`config.mk`:
```
export PLATFORM = sky130hd
export DESIGN_NAME = region_memory_protection
export DESIGN_NICKNAME = d
export VERILOG_FILES = /design/src/region_memory_protection.v
export VERILOG_INCLUDE_DIRS = /design/src
export SDC_FILE = /design/constraint.sdc
export NUM_CORES = 2
export LEC_CHECK = 0
export BUFFER_PORTS_ARGS = -buffer_cell sky130_fd_sc_hd__clkbuf_2
export CAP_MARGIN = 20
export CORE_ASPECT_RATIO = 1.5
export CORE_MARGIN = 2
export CORE_UTILIZATION = 28
export DETAILED_ROUTE_END_ITERATION = 6
export PLACE_DENSITY = 0.43
export SETUP_SLACK_MARGIN = 0.3
export SYNTH_ARGS = -nofsm -noshare
export SYNTH_HDL_FRONTEND = slang
export SYNTH_SLANG_ARGS = --single-unit
```
`constraint.sdc`:
```
create_clock -name aclk -period 8.8 [get_ports aclk]
set_input_delay 0.44 -clock aclk [delete_from_list [all_inputs] [get_ports aclk]]
set_output_delay 0.44 -clock aclk [all_outputs]
set_load 0.05 [all_outputs]
```
`src/region_memory_protection_consts.vh`:
```
`ifndef REGION_MEMORY_PROTECTION_CONSTS_VH
`define REGION_MEMORY_PROTECTION_CONSTS_VH
// ==========================================================
// Register word indices; the byte address is four times the index.
`define RMP_CTRL_OFF      4'h0
`define RMP_COUNT_OFF     4'h1
`define RMP_SELECT_OFF    4'h2
`define RMP_BASE_OFF      4'h3
`define RMP_ATTR_OFF      4'h4
`define RMP_STATUS_OFF    4'h5
`define RMP_FADDR_OFF     4'h6
// ==========================================================
// Control register fields
`define RMP_CTRL_ENABLE   0
`define RMP_CTRL_PRIVDEF  1
`define RMP_CTRL_HFNMI    2
`define RMP_CTRL_FAULTEN  3
`define RMP_CTRL_RESET    4'h0
// ==========================================================
// Region attribute fields
`define RMP_ATTR_EN       0
`define RMP_ATTR_SIZE_LO  1
`define RMP_ATTR_SIZE_HI  5
`define RMP_ATTR_SRD_LO   8
`define RMP_ATTR_SRD_HI   15
`define RMP_ATTR_XN       16
`define RMP_ATTR_AP_LO    24
`define RMP_ATTR_AP_HI    26
`define RMP_ATTR_MASK     32'h0701FF3F
`define RMP_ATTR_RESET    32'h00000000
`define RMP_BASE_MASK     32'hFFFFFFE0
`define RMP_BASE_RESET    32'h00000000
// ==========================================================
// Size codes: region spans 2^(code+1) bytes
`define RMP_SIZE_MIN      5'h04
`define RMP_SIZE_SUBMIN   5'h07
// ==========================================================
// Access permission codes
`define RMP_AP_NONE       3'h0
`define RMP_AP_PRW_UNO    3'h1
`define RMP_AP_PRW_URO    3'h2
`define RMP_AP_PRW_URW    3'h3
`define RMP_AP_PRO_UNO    3'h5
`define RMP_AP_PRO_URO    3'h6
`define RMP_AP_PRO_URO2   3'h7
// ==========================================================
// Geometry and bus answers
`define RMP_REGIONS       8
`define RMP_REGION_COUNT  32'h00000008
`define RMP_RESP_OKAY     2'h0
`define RMP_RESP_SLVERR   2'h2
`endif

```
`src/region_memory_protection.v`:
```
// The register addresses and the AXI4-Lite register port are this design's own decisions.
`include "region_memory_protection_consts.vh"
`timescale 1ns/1ns
`default_nettype none
module region_memory_protection (
  input  wire        aclk,
  input  wire        aresetn,
  input  wire [31:0] s_axi_awaddr,
  input  wire        s_axi_awvalid,
  output wire        s_axi_awready,
  input  wire [31:0] s_axi_wdata,
  input  wire [3:0]  s_axi_wstrb,
  input  wire        s_axi_wvalid,
  output wire        s_axi_wready,
  output reg  [1:0]  s_axi_bresp,
  output reg         s_axi_bvalid,
  input  wire        s_axi_bready,
  input  wire [31:0] s_axi_araddr,
  input  wire        s_axi_arvalid,
  output wire        s_axi_arready,
  output reg  [31:0] s_axi_rdata,
  output reg  [1:0]  s_axi_rresp,
  output reg         s_axi_rvalid,
  input  wire        s_axi_rready,
  input  wire        acc_valid,
  input  wire [31:0] acc_addr,
  input  wire        acc_fetch,
  input  wire        acc_write,
  input  wire        acc_priv,
  input  wire        acc_in_fault_handler,
  output reg         acc_violation,
  output reg         acc_default_map,
  output reg         mem_fault_exc
);

  // ==========================================================
  // Helper functions

  function [31:0] merge_bytes;
    input [31:0] old_val;
    input [31:0] new_val;
    input [3:0]  strb;
    integer k;
    begin
      merge_bytes = old_val;
      for (k = 0; k < 4; k = k + 1) begin
        if (strb[k]) begin
          merge_bytes[8*k +: 8] = new_val[8*k +: 8];
        end
      end
    end
  endfunction

  // Codes below the minimum behave as the 32-byte size.
  function [4:0] eff_size;
    input [31:0] attr;
    begin
      eff_size = attr[`RMP_ATTR_SIZE_HI:`RMP_ATTR_SIZE_LO];
      if (eff_size < `RMP_SIZE_MIN) begin
        eff_size = `RMP_SIZE_MIN;
      end
    end
  endfunction

  function region_hit;
    input [31:0] base;
    input [31:0] attr;
    input [31:0] addr;
    reg   [4:0]  sz;
    reg   [31:0] upper_mask;
    reg   [2:0]  sub_idx;
    reg   [31:0] shifted;
    begin
      sz = eff_size(attr);
      // Code 31 spans the whole space, so nothing above is compared.
      if (sz == 5'h1F) begin
        upper_mask = 32'h00000000;
      end else begin
        upper_mask = 32'hFFFFFFFF << (sz + 5'h01);
      end
      shifted = addr >> (sz - 5'h02);
      sub_idx = shifted[2:0];
      region_hit = attr[`RMP_ATTR_EN] && ((addr & upper_mask) == (base & upper_mask));
      if (sz >= `RMP_SIZE_SUBMIN && attr[`RMP_ATTR_SRD_LO + sub_idx]) begin
        region_hit = 1'b0;
      end
    end
  endfunction

  function ap_allows;
    input [2:0] ap;
    input       priv;
    input       write;
    begin
      case (ap)
        `RMP_AP_PRW_UNO:  ap_allows = priv;
        `RMP_AP_PRW_URO:  ap_allows = priv | ~write;
        `RMP_AP_PRW_URW:  ap_allows = 1'b1;
        `RMP_AP_PRO_UNO:  ap_allows = priv & ~write;
        `RMP_AP_PRO_URO:  ap_allows = ~write;
        `RMP_AP_PRO_URO2: ap_allows = ~write;
        default:          ap_allows = 1'b0;
      endcase
    end
  endfunction

  // ==========================================================
  // Register state

  reg [3:0]  ctrl_reg;
  reg [2:0]  select_reg;
  reg        status_reg;
  reg [31:0] faddr_reg;
  reg [31:0] base_reg [0:`RMP_REGIONS-1];
  reg [31:0] attr_reg [0:`RMP_REGIONS-1];

  reg        aw_held_reg;
  reg [31:0] aw_addr_reg;
  reg        w_held_reg;
  reg [31:0] w_data_reg;
  reg [3:0]  w_strb_reg;

  wire       do_write = aw_held_reg && w_held_reg && !s_axi_bvalid;
  wire [3:0] wr_idx   = aw_addr_reg[5:2];
  wire       wr_ok    = (aw_addr_reg[31:6] == 26'h0) && (wr_idx <= `RMP_FADDR_OFF);
  wire [3:0] rd_idx   = s_axi_araddr[5:2];
  wire       rd_ok    = (s_axi_araddr[31:6] == 26'h0) && (rd_idx <= `RMP_FADDR_OFF);
  // Unmapped writes steer to an unused index so that aliases above the map change nothing.
  wire [3:0]  wr_sel      = wr_ok ? wr_idx : 4'hF;
  wire [31:0] ctrl_merged = merge_bytes({28'h0, ctrl_reg}, w_data_reg, w_strb_reg);

  assign s_axi_awready = !aw_held_reg;
  assign s_axi_wready  = !w_held_reg;
  assign s_axi_arready = !s_axi_rvalid;

  // ==========================================================
  // Access check

  reg        viol_next;
  reg        dflt_next;
  reg        any_hit;
  reg [2:0]  hit_idx;
  reg [31:0] hit_attr;
  integer    i;

  always @* begin
    any_hit  = 1'b0;
    hit_idx  = 3'h0;
    for (i = 0; i < `RMP_REGIONS; i = i + 1) begin
      if (region_hit(base_reg[i], attr_reg[i], acc_addr)) begin
        any_hit = 1'b1;
        hit_idx = i[2:0];
      end
    end
    hit_attr  = attr_reg[hit_idx];
    viol_next = 1'b0;
    dflt_next = 1'b0;
    if (!ctrl_reg[`RMP_CTRL_ENABLE]) begin
      dflt_next = 1'b1;
    end else if (acc_in_fault_handler && !ctrl_reg[`RMP_CTRL_HFNMI]) begin
      dflt_next = 1'b1;
    end else if (!any_hit) begin
      if (acc_priv && ctrl_reg[`RMP_CTRL_PRIVDEF]) begin
        dflt_next = 1'b1;
      end else begin
        viol_next = 1'b1;
      end
    end else if (acc_fetch && hit_attr[`RMP_ATTR_XN]) begin
      viol_next = 1'b1;
    end else if (!ap_allows(hit_attr[`RMP_ATTR_AP_HI:`RMP_ATTR_AP_LO],
                            acc_priv, acc_write & ~acc_fetch)) begin
      viol_next = 1'b1;
    end
  end

  // The verdict is registered so the wide compare tree never reaches the
  // core's exception logic in the same cycle.
  always @(posedge aclk) begin
    if (!aresetn) begin
      acc_violation   <= 1'b0;
      acc_default_map <= 1'b0;
      mem_fault_exc   <= 1'b0;
    end else begin
      acc_violation   <= acc_valid && viol_next;
      acc_default_map <= acc_valid && dflt_next;
      mem_fault_exc   <= acc_valid && viol_next && ctrl_reg[`RMP_CTRL_FAULTEN];
    end
  end

  // ==========================================================
  // Write channel and register updates

  integer r;

  always @(posedge aclk) begin
    if (!aresetn) begin
      aw_held_reg  <= 1'b0;
      aw_addr_reg  <= 32'h00000000;
      w_held_reg   <= 1'b0;
      w_data_reg   <= 32'h00000000;
      w_strb_reg   <= 4'h0;
      s_axi_bvalid <= 1'b0;
      s_axi_bresp  <= `RMP_RESP_OKAY;
      ctrl_reg     <= `RMP_CTRL_RESET;
      select_reg   <= 3'h0;
      status_reg   <= 1'b0;
      faddr_reg    <= 32'h00000000;
      for (r = 0; r < `RMP_REGIONS; r = r + 1) begin
        base_reg[r] <= `RMP_BASE_RESET;
        attr_reg[r] <= `RMP_ATTR_RESET;
      end
    end else begin
      if (s_axi_awvalid && !aw_held_reg) begin
        aw_held_reg <= 1'b1;
        aw_addr_reg <= s_axi_awaddr;
      end
      if (s_axi_wvalid && !w_held_reg) begin
        w_held_reg <= 1'b1;
        w_data_reg <= s_axi_wdata;
        w_strb_reg <= s_axi_wstrb;
      end
      if (s_axi_bvalid && s_axi_bready) begin
        s_axi_bvalid <= 1'b0;
      end
      if (do_write) begin
        aw_held_reg  <= 1'b0;
        w_held_reg   <= 1'b0;
        s_axi_bvalid <= 1'b1;
        s_axi_bresp  <= wr_ok ? `RMP_RESP_OKAY : `RMP_RESP_SLVERR;
        case (wr_sel)
          `RMP_CTRL_OFF: begin
            ctrl_reg <= ctrl_merged[3:0];
          end
          `RMP_SELECT_OFF: begin
            if (w_strb_reg[0]) begin
              select_reg <= w_data_reg[2:0];
            end
          end
          `RMP_BASE_OFF: begin
            base_reg[select_reg] <= merge_bytes(base_reg[select_reg], w_data_reg,
                                                w_strb_reg) & `RMP_BASE_MASK;
          end
          `RMP_ATTR_OFF: begin
            // Enable lives in the attribute word, so base is untouched.
            attr_reg[select_reg] <= merge_bytes(attr_reg[select_reg], w_data_reg,
                                                w_strb_reg) & `RMP_ATTR_MASK;
          end
          `RMP_STATUS_OFF: begin
            if (w_strb_reg[0] && w_data_reg[0]) begin
              status_reg <= 1'b0;
            end
          end
          default: begin
          end
        endcase
      end
      // A new violation is placed after the clear so that it wins.
      if (acc_violation) begin
        status_reg <= 1'b1;
      end
      if (acc_valid && viol_next) begin
        faddr_reg <= acc_addr;
      end
    end
  end

  // ==========================================================
  // Read channel

  reg [31:0] rd_data;

  always @* begin
    case (rd_idx)
      `RMP_CTRL_OFF:   rd_data = {28'h0, ctrl_reg};
      `RMP_COUNT_OFF:  rd_data = `RMP_REGION_COUNT;
      `RMP_SELECT_OFF: rd_data = {29'h0, select_reg};
      `RMP_BASE_OFF:   rd_data = base_reg[select_reg];
      `RMP_ATTR_OFF:   rd_data = attr_reg[select_reg];
      `RMP_STATUS_OFF: rd_data = {31'h0, status_reg};
      `RMP_FADDR_OFF:  rd_data = faddr_reg;
      default:         rd_data = 32'h00000000;
    endcase
  end

  always @(posedge aclk) begin
    if (!aresetn) begin
      s_axi_rvalid <= 1'b0;
      s_axi_rdata  <= 32'h00000000;
      s_axi_rresp  <= `RMP_RESP_OKAY;
    end else if (s_axi_arvalid && !s_axi_rvalid) begin
      s_axi_rvalid <= 1'b1;
      s_axi_rdata  <= rd_ok ? rd_data : 32'h00000000;
      s_axi_rresp  <= rd_ok ? `RMP_RESP_OKAY : `RMP_RESP_SLVERR;
    end else if (s_axi_rvalid && s_axi_rready) begin
      s_axi_rvalid <= 1'b0;
    end
  end

endmodule // region_memory_protection
`default_nettype wire

```
==> impl_metrics.py <==
metrics = {
    "clock_tree": {
        "cts_tree": "done",
        "cts_buffer_depth": 3,
        "clk_latency_ns": 0.68,
        "numCtsBuffers": 53,
        "cts_root_buf": "clkbuf_16",
        "clk_pin_slew_ns": 0.07,
        "post_cts_buffers": 0,
        "cts_htree_levels": 2,
        "cts_sinks": 510,
    },
    "power": {
        "power.density_nw_per_um2": 157,
        "seq_power_share_pct": 41.6,
        "p_total_mw": 6.55,
        "clockPowerShare_pct": 39.1,
        "peakVddDrop_v": 0.000135,
        "p_leak_nw": 14.8,
        "intPower_mw": 4.54,
        "power_switching_mw": 2.00,
        "combPwrFrac_pct": 19.4,
        "switching_share_pct": 30.6,
    },
    "critical_path": {
        "start_kind": "flip-flop",
        "endpoint_kind": "flip-flop",
        "crit_start": "attr_reg[3][4]",
        "timing.rr.start": "attr_reg[3][4]",
        "required_ns": 9.37,
        "crit_type": "reg2reg",
        "rr_endpoint": "faddr_reg[28]",
        "ff2ff_path_depth": 18,
        "crit_fanout": 34,
        "cp.arrival_ns": 7.97,
        "worst-r2r-setup-slack_ns": 1.40,
    },
    "min_path": {
        "min_path_type": "in2reg",
        "hold_depth": 3,
        "whs_endpoint": "acc_default_map",
        "worstHoldStart": "acc_valid",
    },
    "detailed_routing": {
        "drt_iter0_markers": 3308,
        "wl_per_cell_um": 30.7,
        "drc": 0,
        "totalWireLength_mm": 175,
        "avgViaCountPerCell": 5.75,
        "ant_nets": 0,
        "num_vias": 32800,
        "dr.pass1.iters": 6,
    },
    "synth": {
        "seq_area_frac_synth_pct": 37.2,
        "synth_common_cells": "nor2_1, nand2_1, edfxtp_1, clkbuf_1, mux2i_1",
        "syn_inst": 3917,
        "synthesis.area_um2": 37100,
        "synth_warnings": 0,
        "yosysUniqueCellTypes": 110,
        "synth_edf_count": 360,
        "avgSynthCellArea_um2": 9.48,
        "yosysTopAreaCell": "edfxtp_1",
        "synth_top_area_share_pct": 29.1,
        "synthTopCellsByArea": "edfxtp_1, mux4_2, dfxtp_1",
        "dominantRegCellSynth": "edfxtp_1",
        "synth_most_common_cell": "nor2_1",
        "synth-seq-cells": 510,
        "synth-async-reset-ratio_pct": 0,
    },
    "cells_and_area": {
        "drive_gt1_share_pct": 17.8,
        "nFillCells": 13700,
        "fin_cells": 5703,
        "largest_register_ffs": 216,
        "area_delta_synth_final_pct": 12.6,
        "fin_nets": 4132,
    },
    "timing": {
        "fmax_mhz": 135,
        "worstMarginPinSlew_ns": 1.17,
        "period_share_pct": 84.1,
        "finalMaxSlewViolations": 0,
        "skew_ns": 0.0417,
        "fin_ws_ns": 1.40,
        "hold_viol_final": 0,
        "fin_crit_ns": 7.40,
        "setup_viol": 0,
        "tns_ns": 0,
        "relSlewSlack_pct": 22.2,
        "rsz0062_at_grt": "no",
    },
    "floorplan": {
        "rows": 163,
        "pin_count": 188,
        "core_area_um2": 132000,
        "die_area_um2": 136000,
        "die_h_um": 450,
        "die_w_um": 301,
        "initial_core_util_pct": 28.2,
    },
    "place": {
        "portBuffers": 181,
        "place_congestion": 0.944,
        "pre_cts_ws_ns": 1.58,
        "dpl.cell_count": 5595,
        "dpl.hpwl_mm": 126,
    },
    "grt": {
        "track_usage_pct": 25.2,
        "grt_max_degree": 77,
        "grt_pass1_wl_mm": 247,
        "antenna_found_initial": 4,
        "grt_pass1_vias": 32200,
        "gr-total-overflow": 0,
    },
    "outcome": {
        "status": "complete, no violations",
    },
    "flow_run": {
        "cap_violations": 0,
    },
}
-- worst max-delay path: stages, from the launching register on --
cell and delay, ns:
edfxtp_1 0.79, o31a_1 0.67, clkinv_1 0.45, ha_1 0.40, xor2_2 0.92, mux2i_1 0.16, mux4_2 0.51, o32a_1 0.20
o211a_1 0.19, nor4bb_1 0.30, a41oi_1 0.08, a31o_1 0.31, a211o_1 0.43, and2_2 0.28, a221oi_1 0.30, nor2_1 0.12
a211oi_4 0.25, buf_4 0.56, mux2i_1 0.26
-- cells in the final DEF, fill, tap and decap left out, types with 16 or more instances in the layout --
cell / netlist / layout
o21a_1: 25 / 25
ha_1: 64 / 64
xnor2_1: 99 / 99
o211ai_1: 56 / 56
and2_1: 22 / 22
dfxtp_1: 150 / 147
nand2b_1: 68 / 68
o22ai_1: 42 / 42
nand3_1: 57 / 57
nor3_1: 51 / 51
clkbuf_16: 0 / 56
o21ai_1: 21 / 18
a211o_1: 16 / 16
nor4_1: 28 / 27
inv_1: 96 / 96
mux2i_1: 195 / 195
nor2_1: 478 / 478
mux4_2: 147 / 147
a31oi_1: 31 / 31
nor2b_1: 50 / 48
xor2_1: 123 / 122
a221oi_1: 25 / 25
o2111ai_1: 16 / 16
mux2_2: 69 / 69
clkbuf_2: 0 / 181
a22oi_1: 51 / 51
a21boi_0: 86 / 86
buf_4: 9 / 123
nand2_1: 466 / 454
edfxtp_1: 360 / 360
o21ai_0: 126 / 126
a21oi_1: 157 / 157
a211oi_1: 44 / 43
-- cell type report --
class | instances | area [um^2] | area share, %
Multi-Input combinational cell | 2938 | 21500 | 51.4
Antenna cell | 2 | 5.00 | 0.0120
Inverter | 109 | 409 | 0.979
Sequential cell | 510 | 13800 | 33.1
Clock inverter | 36 | 463 | 1.11
Timing Repair Buffer | 312 | 1960 | 4.69
Clock buffer | 64 | 1480 | 3.54
Tap cell | 1732 | 2170 | 5.19
-- kinds of logic (layout without fill, tap and decap cells) --
group / Yosys count / after routing / share of synthesized area [%]
and+or+nand+nor: 1305 / 1305 / 15.5
adders and majority gates: 69 / 69 / 2.29
other: 1 / 4 / 0.0101
AOI/OAI and AO/OA: 921 / 921 / 17.9
muxes: 415 / 415 / 16.5
xor gates and xnor gates: 226 / 226 / 5.44
buffers and inverters: 470 / 521 / 5.15
DFF: 510 / 510 / 37.2
-- layer usage --
layer  routed length (um)  track usage, %  vias to the layer above
met3                10300            3.33                      440
met2                84500            42.4                     1500
li1                     -               -                    14400
met1                65700            29.5                    16400
met4                14700            17.8                        0
met5                    0               0                        -
-- timing repair --
| item | CTS | global route |
|---|---|---|
| resized for setup | 0 | 0 |
| hold endpoints to repair | 3 | 0 |
| hold buffers | 3 | 0 |
-- power by group through the flow --
stage	Combinational [mW]	Clock, mW	Sequential [mW]
floorplan	0.782	0	2.73
global placement	1.24	0	2.77
detailed placement	1.25	0	2.77
CTS	1.25	2.59	2.72
global route	1.34	2.67	2.73
finish	1.27	2.56	2.72
-- worst max-delay path by stage --
stage | to | slack (ns) | cells after the start
after floorplan | faddr_reg[15] | 3.06 | 23
after CTS | faddr_reg[28] | 1.51 | 19
after global routing | faddr_reg[28] | 1.03 | 21
final | faddr_reg[28] | 1.40 | 18
after global placement | faddr_reg[28] | 1.70 | 19
after detailed placement | faddr_reg[29] | 1.58 | 19
-- through the flow --
stage	hold WS, ns	util, %	instance area [um^2]
5_1_grt	0.0127	31.8	41800
4_1_cts	0.000299	31.7	41700
3_3_place_gp	0.442	30.2	39700
3_5_place_dp	0.446	30.2	39800
6_report	0.0139	31.8	41800
2_1_floorplan	0.431	-	37100
Note: power is estimated with default switching activity, not from simulation.
